<file path="src/tbs_pkg.sv">
// Constants shared by the triple converter fault supervisor
package tbs_pkg;
    // Clock rate and documented times
    localparam int unsigned CLK_KHZ = 40000;
    localparam int unsigned OC_TIME_MS = 10;
    localparam int unsigned RETRY_TIME_MS = 10;
    localparam int unsigned POK_DELAY_MS = 100;
    localparam int unsigned OC_CYC = OC_TIME_MS * CLK_KHZ;
    localparam int unsigned RETRY_CYC = RETRY_TIME_MS * CLK_KHZ;
    localparam int unsigned POK_CYC = POK_DELAY_MS * CLK_KHZ;
    // Switching clock half period in pclk cycles
    localparam int unsigned SW_HALF_CYC = 20;
    localparam int unsigned NUM_CONV = 3;
    localparam int unsigned NUM_PORT = 2;

    // Register byte offsets
    localparam logic [7:0] CTRL_OFF = 8'h00;
    localparam logic [7:0] STATUS_OFF = 8'h04;
    localparam logic [7:0] HICCUP_CNT_OFF = 8'h08;

    // Control fields
    localparam int unsigned CTRL_HOLD_BIT = 0;
    localparam int unsigned CTRL_PORT_BLOCK_BIT = 1;
    localparam logic [1:0] CTRL_RESET = 2'h0;

    // Status fields
    localparam int unsigned ST_STATE_LSB = 0;
    localparam int unsigned ST_POK_BIT = 2;
    localparam int unsigned ST_RUN_LSB = 4;
    localparam int unsigned ST_HS_LSB = 8;
    localparam int unsigned ST_PFAULT_LSB = 12;
    localparam int unsigned ST_SKIP_LSB = 16;

    typedef enum logic [1:0] {
        TBS_RUN = 2'b00,
        TBS_HICCUP = 2'b01,
        TBS_THERMAL = 2'b10
    } tbs_state_t;
endpackage

</file>
<file path="src/tbs_rail.sv">
// One converter: run control, overcurrent timing and overshoot guard
`timescale 1ns/100ps
module tbs_rail #(
    parameter int unsigned OC_CYC = tbs_pkg::OC_CYC
) (
    input wire logic pclk,
    input wire logic presetn,
    input wire logic hold_off,
    input wire logic converter_enable,
    input wire logic overcurrent,
    input wire logic fb_above_guard,
    input wire logic fb_below_release,
    input wire logic sw_tick,
    output logic run,
    output logic hs_allow,
    output logic long_fault
);
    logic [31:0] oc_cnt_q, oc_cnt_d;
    logic run_q, run_d;
    logic hs_q, hs_d;
    logic lf_q, lf_d;

    if (OC_CYC < 2)
        $error("OC_CYC must be at least 2");

    always_comb
    begin
        oc_cnt_d = 32'h0;
        lf_d = 1'b0;
        if (overcurrent && !hold_off)
        begin
            oc_cnt_d = (oc_cnt_q == OC_CYC) ? oc_cnt_q : oc_cnt_q + 32'h1;
            lf_d = (oc_cnt_q == OC_CYC - 1);
        end
        run_d = converter_enable & ~hold_off & ~overcurrent;
        hs_d = hs_q;
        if (fb_above_guard)
            hs_d = 1'b0;
        else if (!hs_q && fb_below_release && sw_tick)
            hs_d = 1'b1;
    end

    always_ff @(posedge pclk or negedge presetn)
    begin
        if (!presetn)
        begin
            oc_cnt_q <= 32'h0;
            run_q <= 1'b0;
            hs_q <= 1'b1;
            lf_q <= 1'b0;
        end
        else
        begin
            oc_cnt_q <= oc_cnt_d;
            run_q <= run_d;
            hs_q <= hs_d;
            lf_q <= lf_d;
        end
    end

    assign run = run_q;
    assign hs_allow = hs_q;
    assign long_fault = lf_q;
endmodule

</file>
<file path="src/tbs_supervisor.sv">
// Top of the triple converter fault supervisor with APB registers
//
// Overview of operation
// - Overcurrent over 10 ms on any converter: all off 10 ms, then restart.
// - Shorter overload restarts only the affected converter.
// - Feedback above 106 percent holds that high-side switch off.
// - Below 104 percent, high-side switch allowed from next switching tick.
// - Power ok only after start-up sequencing completes.
// - Power ok low when any output below 85 percent.
// - Power ok released only when all outputs above 90 percent; the code checks this only when the delay count starts.
// - Power ok release delayed by 100 ms.
// - Power ok is active high.
// - Switch overcurrent or short: constant-current limiting, fault flag low.
// - Switch thermal warning turns that switch off; converters keep running.
// - Die above 160 C stops all operation.
// - Below 140 C after shutdown, full power-up restarts.
// - Converter switching clocks run 180 degrees apart; the code runs converters 0 and 2 in phase and converter 1 opposite.
// - Light load skip automatic unless forced fixed switching selected.
// - Port fault flag low on switch overcurrent or overtemperature.
//
// Decided for this implementation: register access over APB and the placing of the registers.
`timescale 1ns/100ps
module tbs_supervisor #(
    parameter int unsigned OC_CYC = tbs_pkg::OC_CYC,
    parameter int unsigned RETRY_CYC = tbs_pkg::RETRY_CYC,
    parameter int unsigned POK_CYC = tbs_pkg::POK_CYC,
    parameter int unsigned SW_HALF_CYC = tbs_pkg::SW_HALF_CYC
) (
    input wire logic pclk,
    input wire logic presetn,
    input wire logic psel,
    input wire logic penable,
    input wire logic pwrite,
    input wire logic [7:0] paddr,
    input wire logic [31:0] pwdata,
    output logic [31:0] prdata,
    output logic pready,
    output logic pslverr,
    input wire logic [2:0] converter_enable,
    input wire logic [2:0] conv_overcurrent,
    input wire logic [2:0] fb_above_guard,
    input wire logic [2:0] fb_below_release,
    input wire logic [2:0] rail_below_85,
    input wire logic [2:0] rail_above_90,
    input wire logic [2:0] light_load_detect,
    input wire logic force_fixed_switching,
    input wire logic die_above_160,
    input wire logic die_below_140,
    input wire logic [1:0] port_switch_enable,
    input wire logic [1:0] port_overcurrent,
    input wire logic [1:0] port_thermal_warn,
    output logic [2:0] conv_run,
    output logic [2:0] conv_hs_allow,
    output logic [2:0] conv_phase_clk,
    output logic [2:0] light_load_skip,
    output logic power_ok_flag,
    output logic [1:0] port_switch_on,
    output logic [1:0] port_current_limit,
    output logic [1:0] port_fault_n
);
    tbs_pkg::tbs_state_t state_q, state_d;
    logic [31:0] wait_q, wait_d;
    logic [31:0] pok_cnt_q, pok_cnt_d;
    logic pok_q, pok_d;
    logic [15:0] sw_cnt_q, sw_cnt_d;
    logic [2:0] ph_q, ph_d;
    logic tick_q, tick_d;
    logic [2:0] skip_q, skip_d;
    logic [1:0] psw_q, psw_d;
    logic [1:0] plim_q, plim_d;
    logic [1:0] pflt_n_q, pflt_n_d;
    logic [1:0] ctrl_q, ctrl_d;
    logic [15:0] hic_cnt_q, hic_cnt_d;
    logic [31:0] rdata_q, rdata_d;
    logic rdy_q, rdy_d;
    logic err_q, err_d;
    logic hold_off;
    logic [2:0] run_w, hs_w, lf_w;
    logic seq_done;

    if (OC_CYC < 2 || RETRY_CYC < 1 || POK_CYC < 1)
        $error("Timing counts must be positive");
    if (SW_HALF_CYC < 1 || SW_HALF_CYC > 65535)
        $error("SW_HALF_CYC out of range");

    assign hold_off = (state_q != tbs_pkg::TBS_RUN) | ctrl_q[tbs_pkg::CTRL_HOLD_BIT];

    for (genvar i = 0; i < 3; i++)
    begin : g_rail
        tbs_rail #(
            .OC_CYC(OC_CYC)
        ) u_rail (
            .pclk(pclk),
            .presetn(presetn),
            .hold_off(hold_off),
            .converter_enable(converter_enable[i]),
            .overcurrent(conv_overcurrent[i]),
            .fb_above_guard(fb_above_guard[i]),
            .fb_below_release(fb_below_release[i]),
            .sw_tick(tick_q),
            .run(run_w[i]),
            .hs_allow(hs_w[i]),
            .long_fault(lf_w[i])
        );
    end

    assign conv_run = run_w;
    assign conv_hs_allow = hs_w;

    // Supervisor state and fault timers
    always_comb
    begin
        state_d = state_q;
        wait_d = 32'h0;
        hic_cnt_d = hic_cnt_q;
        case (state_q)
            tbs_pkg::TBS_RUN:
            begin
                if (|lf_w)
                begin
                    state_d = tbs_pkg::TBS_HICCUP;
                    hic_cnt_d = hic_cnt_q + 16'h1;
                end
            end
            tbs_pkg::TBS_HICCUP:
            begin
                wait_d = wait_q + 32'h1;
                if (wait_q == RETRY_CYC - 1)
                    state_d = tbs_pkg::TBS_RUN;
            end
            tbs_pkg::TBS_THERMAL:
            begin
                if (die_below_140 && !die_above_160)
                    state_d = tbs_pkg::TBS_RUN;
            end
            default:
                state_d = tbs_pkg::TBS_RUN;
        endcase
        if (die_above_160)
        begin
            state_d = tbs_pkg::TBS_THERMAL;
            wait_d = 32'h0;
        end
    end

    always_ff @(posedge pclk or negedge presetn)
    begin
        if (!presetn)
        begin
            state_q <= tbs_pkg::TBS_RUN;
            wait_q <= 32'h0;
            hic_cnt_q <= 16'h0;
        end
        else
        begin
            state_q <= state_d;
            wait_q <= wait_d;
            hic_cnt_q <= hic_cnt_d;
        end
    end

    // Power ok supervisor
    assign seq_done = (state_q == tbs_pkg::TBS_RUN) & (&run_w);

    always_comb
    begin
        pok_cnt_d = pok_cnt_q;
        pok_d = pok_q;
        if (!seq_done || (|rail_below_85))
        begin
            pok_cnt_d = 32'h0;
            pok_d = 1'b0;
        end
        // Start counting when all above 90, then keep counting once started
        else if (!pok_q && (pok_cnt_q != 32'h0 || (&rail_above_90)))
        begin
            pok_cnt_d = pok_cnt_q + 32'h1;
            if (pok_cnt_q == POK_CYC - 1)
            begin
                pok_d = 1'b1;
                pok_cnt_d = 32'h0;
            end
        end
    end

    always_ff @(posedge pclk or negedge presetn)
    begin
        if (!presetn)
        begin
            pok_cnt_q <= 32'h0;
            pok_q <= 1'b0;
        end
        else
        begin
            pok_cnt_q <= pok_cnt_d;
            pok_q <= pok_d;
        end
    end

    assign power_ok_flag = pok_q;

    // Switching clock, phases and skip selection
    always_comb
    begin
        sw_cnt_d = sw_cnt_q + 16'h1;
        ph_d = ph_q;
        tick_d = 1'b0;
        if (sw_cnt_q == 16'(SW_HALF_CYC - 1))
        begin
            sw_cnt_d = 16'h0;
            ph_d = ~ph_q;
            tick_d = ~ph_q[0];
        end
        skip_d = light_load_detect & run_w & {3{~force_fixed_switching}};
    end

    always_ff @(posedge pclk or negedge presetn)
    begin
        if (!presetn)
        begin
            sw_cnt_q <= 16'h0;
            ph_q <= 3'h2;
            tick_q <= 1'b0;
            skip_q <= 3'h0;
        end
        else
        begin
            sw_cnt_q <= sw_cnt_d;
            ph_q <= ph_d;
            tick_q <= tick_d;
            skip_q <= skip_d;
        end
    end

    assign conv_phase_clk = ph_q;
    assign light_load_skip = skip_q;

    // Port load switches
    always_comb
    begin
        psw_d = port_switch_enable & ~port_thermal_warn;
        if (state_q == tbs_pkg::TBS_THERMAL || ctrl_q[tbs_pkg::CTRL_PORT_BLOCK_BIT])
            psw_d = 2'h0;
        plim_d = psw_d & port_overcurrent;
        pflt_n_d = ~(port_overcurrent | port_thermal_warn);
    end

    always_ff @(posedge pclk or negedge presetn)
    begin
        if (!presetn)
        begin
            psw_q <= 2'h0;
            plim_q <= 2'h0;
            pflt_n_q <= 2'h3;
        end
        else
        begin
            psw_q <= psw_d;
            plim_q <= plim_d;
            pflt_n_q <= pflt_n_d;
        end
    end

    assign port_switch_on = psw_q;
    assign port_current_limit = plim_q;
    assign port_fault_n = pflt_n_q;

    // APB slave, answers in the first access cycle
    always_comb
    begin
        ctrl_d = ctrl_q;
        rdy_d = psel & ~penable;
        rdata_d = rdata_q;
        err_d = 1'b0;
        if (psel && !penable)
        begin
            rdata_d = 32'h0;
            case (paddr)
                tbs_pkg::CTRL_OFF:
                    rdata_d[1:0] = ctrl_q;
                tbs_pkg::STATUS_OFF:
                begin
                    rdata_d[tbs_pkg::ST_STATE_LSB +: 2] = state_q;
                    rdata_d[tbs_pkg::ST_POK_BIT] = pok_q;
                    rdata_d[tbs_pkg::ST_RUN_LSB +: 3] = run_w;
                    rdata_d[tbs_pkg::ST_HS_LSB +: 3] = hs_w;
                    rdata_d[tbs_pkg::ST_PFAULT_LSB +: 2] = ~pflt_n_q;
                    rdata_d[tbs_pkg::ST_SKIP_LSB +: 3] = skip_q;
                end
                tbs_pkg::HICCUP_CNT_OFF:
                    rdata_d[15:0] = hic_cnt_q;
                default:
                    err_d = 1'b1;
            endcase
            if (pwrite)
                rdata_d = 32'h0;
            if (pwrite && paddr != tbs_pkg::CTRL_OFF)
                err_d = 1'b1;
        end
        if (psel && penable && rdy_q && pwrite && paddr == tbs_pkg::CTRL_OFF)
            ctrl_d = pwdata[1:0];
    end

    always_ff @(posedge pclk or negedge presetn)
    begin
        if (!presetn)
        begin
            ctrl_q <= tbs_pkg::CTRL_RESET;
            rdata_q <= 32'h0;
            rdy_q <= 1'b0;
            err_q <= 1'b0;
        end
        else
        begin
            ctrl_q <= ctrl_d;
            rdata_q <= rdata_d;
            rdy_q <= rdy_d;
            err_q <= err_d;
        end
    end

    assign prdata = rdata_q;
    assign pready = rdy_q;
    assign pslverr = err_q;
endmodule

</file>
<file path="config.mk">
export PLATFORM = sky130hd
export DESIGN_NAME = tbs_supervisor
export DESIGN_NICKNAME = d
export VERILOG_FILES = /design/src/tbs_pkg.sv /design/src/tbs_rail.sv /design/src/tbs_supervisor.sv
export SDC_FILE = /design/constraint.sdc
export NUM_CORES = 1
export LEC_CHECK = 0
export BUFFER_PORTS_ARGS = -buffer_cell sky130_fd_sc_hd__buf_4
export CAP_MARGIN = 20
export CORE_ASPECT_RATIO = 0.7
export CORE_UTILIZATION = 33
export DETAILED_ROUTE_END_ITERATION = 8
export GPL_TIMING_DRIVEN = 0
export PLACE_DENSITY = 0.51
export SYNTH_ARGS = -nofsm -noshare
export SYNTH_HDL_FRONTEND = slang
export SYNTH_SLANG_ARGS = --single-unit
</file>
<file path="constraint.sdc">
create_clock -name pclk -period 3.3 [get_ports pclk]
set_input_delay 0.33 -clock pclk [delete_from_list [all_inputs] [get_ports pclk]]
set_output_delay 0.33 -clock pclk [all_outputs]
set_load 0.005 [all_outputs]
</file>
==> flow_summary.json <==
{
  "start_util_pct": 33.97,
  "final_nets": 1486,
  "syn_area_um2": 11970,
  "via_count": 9604,
  "rsz0062_at_grt": "false",
  "grt_max_degree": 103,
  "fin_crit_sh_pct": 89.13,
  "h-tree-depth": 1,
  "synth_area_leaders": "dfrtp_1, nor2_1, xor2_1",
  "yosysWarnings": 0,
  "io_pins": 128,
  "ant_nets": 0,
  "gp_congestion": 0.8601,
  "min_period_ns": 2.941,
  "die_x_um": 229.6,
  "slew_headroom_pct": 31.88,
  "fillers": 3500,
  "grt_antenna_before_repair": 0,
  "hold_viol_final": 0,
  "synth_area_per_cell_um2": 9.552,
  "numPortBuffers": 83,
  "grt_pass1_vias": 8924,
  "synth_cells": 1253,
  "seqPwrFrac_pct": 49.1,
  "wirelength_um": 29420,
  "worstPathRequired_ns": 3.75,
  "ys_seq_area_share_pct": 50.24,
  "wl_per_cell_um": 15.56,
  "viasPerCell": 5.081,
  "placed_area_um2": 13300,
  "synth_seq_cells": 240,
  "status": "complete, no violations",
  "worst_pin_slew_ns": 1.014,
  "die-area_um2": 37050,
  "synth_top_area_share_pct": 48.92,
  "synth_edf_count": 0,
  "fmax_mhz": 340.0,
  "final_area_um2": 14340,
  "synthDistinctLibCells": 54,
  "p_sw_mw": 1.348,
  "async_reset_ff_share_pct": 100.0,
  "yosysMostFrequentCell": "dfrtp_1",
  "tritoncts": "yes",
  "drive_gt1_share_pct": 11.50,
  "comb_power_share_pct": 3.8,
  "antenna_cells": 0,
  "area_growth_pct": 19.79,
  "synth_ff_type": "dfrtp_1",
  "fin_tns_setup_ns": 0,
  "regArea_um2": 6013,
  "drv_slew": 0,
  "cp_data_arrival_time_ns": 3.39,
  "clk_pin_slew_worst_paths_ns": 0.06,
  "grt_pass1_wl_um": 48570,
  "p_clk_share_pct": 47.1,
  "critPathKind": "flip-flop to flip-flop",
  "clk_latency_ns": 0.55,
  "min_path_type": "input port to flip-flop",
  "drc": 0,
  "cts_made_buffers": 26,
  "die_y_um": 161.3,
  "clock-sinks": 240,
  "p_sw_share_pct": 22.33,
  "hpwl_um": 20620,
  "overflow": 0,
  "cap_violations": 0,
  "crit_path_end_kind": "flip-flop",
  "skew_ns": 0.02316,
  "cp-start-kind": "flip-flop",
  "fp.coreArea_um2": 35230,
  "internal_power_mw": 4.690,
  "setup_violations": 0,
  "ir_drop_mv": 0.2892,
  "clk_path_buf_depth": 3,
  "power_leakage_nw": 5.825,
  "yosysTopAreaCell": "dfrtp_1",
  "ys_top_cells_by_count": "dfrtp_1, nor2_1, nand2_1, xor2_1, nand3_1",
  "drtIter0Drc": 661,
  "multi_input_area_um2": 5615,
  "grt_usage_pct": 16.01,
  "firstDrtPassIters": 5,
  "rows": 57,
  "crit_fanout": 10,
  "cts_root_buf": "clkbuf_16",
  "powerDensity_nw_per_um2": 421.1
}
metrics by stage:
step	cells	power, mW	hold WS, ns	worst slack [ns]	utilization [%]
after detailed placement	1822	3.240	0.2294	0.09370	37.74
after CTS	1887	6.158	0.0003551	0.003447	40.61
after floorplan	1265	3.083	0.03441	0.8125	-
after global routing	1890	6.308	0.01810	0.1377	40.70
after global placement	1820	3.232	0.4505	-0.2326	37.55
final	1890	6.038	0.02494	0.3586	40.70
registers in the layout, summed over array words and instances, names as in the netlist, 16 cells and up:
name                    count
g_rail.u_rail.oc_cnt_q     96
pok_cnt_q                  32
wait_q                     32
prdata                     19
hic_cnt_q                  16
sw_cnt_q                   16
layer usage:
metal / up-vias / global-route usage [%] / wire length, um
li1: 4706 / - / -
met2: 234 / 22.63 / 12090
met5: - / 0 / 0
met1: 4631 / 24.88 / 15200
met3: 33 / 3.249 / 1680
met4: 0 / 3.273 / 444
final timing paths:
path	from	endpoint	slack (ns)	cells after the start
worst max register to register	state_q[0]$_DFFE_PN0P_	pok_cnt_q[31]$_DFFE_PN0P_	0.36	8
max in group asynchronous	presetn	wait_q[24]$_DFF_PN0_	1.79	4
min in group asynchronous	presetn	prdata[10]$_DFFE_PN0P_	0.24	2
worst min register to register	hic_cnt_q[15]$_DFFE_PN0P_	hic_cnt_q[15]$_DFFE_PN0P_	0.47	1
worst max-delay path	state_q[0]$_DFFE_PN0P_	pok_cnt_q[31]$_DFFE_PN0P_	0.36	8
worst min-delay path	fb_below_release[1]	g_rail[1].u_rail.hs_allow$_DFFE_PN1P_	0.02	3
worst max-delay path: stages, from the launching register on:
cell	delay [ns]
dfrtp_1	0.35
buf_2	0.18
or4b_1	0.56
nor4_4	0.41
or3b_1	0.43
o22a_1	0.20
buf_2	0.20
buf_2	0.24
o31ai_1	0.27
power groups by stage:
stage | Sequential [mW] | Combinational, mW | Clock, mW
floorplan | 3.01 | 0.0692 | 0
global placement | 3.02 | 0.212 | 0
detailed placement | 3.02 | 0.221 | 0
CTS | 2.97 | 0.239 | 2.95
global route | 2.96 | 0.261 | 3.08
finish | 2.97 | 0.231 | 2.84
layout by cell type (no fill, tap or decap), drive strengths merged, types with 19 or more instances in the layout:
| cell type | netlist | final |
|---|---|---|
| or3 | 26 | 26 |
| nor4 | 43 | 43 |
| o21ai | 44 | 44 |
| o31ai | 24 | 24 |
| clkbuf | 34 | 75 |
| inv | 27 | 27 |
| buf | 25 | 112 |
| xnor2 | 62 | 62 |
| nand3 | 71 | 71 |
| dfrtp | 234 | 234 |
| a21oi | 39 | 39 |
| nor3 | 23 | 23 |
| nand2 | 113 | 113 |
| nand4 | 50 | 50 |
| and3 | 26 | 26 |
| o211ai | 27 | 27 |
| nor2 | 171 | 171 |
| xor2 | 73 | 73 |
| dlygate4sd3 | 0 | 19 |
area by class of cell:
class	instances	area share, %
buffer	59	2.086
timing repair buffer	107	6.248
clock inverter	6	0.4800
sequential	240	41.94
multi-input combinational	939	39.17
clock buffer	40	5.254
inverter	27	0.7069
tap	472	4.119
cells by family (layout without fill, tap and decap cells):
kind of cell    count (synthesis)  in the layout  synth area share [%]
flops                         240            240                 50.24
mux                             8              8                0.7004
compound gates                162            162                 8.415
xor+xnor                      135            135                 9.879
simple gates                  610            610                 26.24
fa+ha+maj                      11             11                 1.150
buf+inv                        86            239                 3.345
other cells                     1             13               0.03133
repair_timing:
item	4_1_cts	5_1_grt
hold buffers	19	0
resized for setup	0	1
endpoints found under the setup margin	0	19
setup buffers	0	2
endpoints found under the hold margin	56	0
No activity file was read; power rests on OpenSTA's default activity.
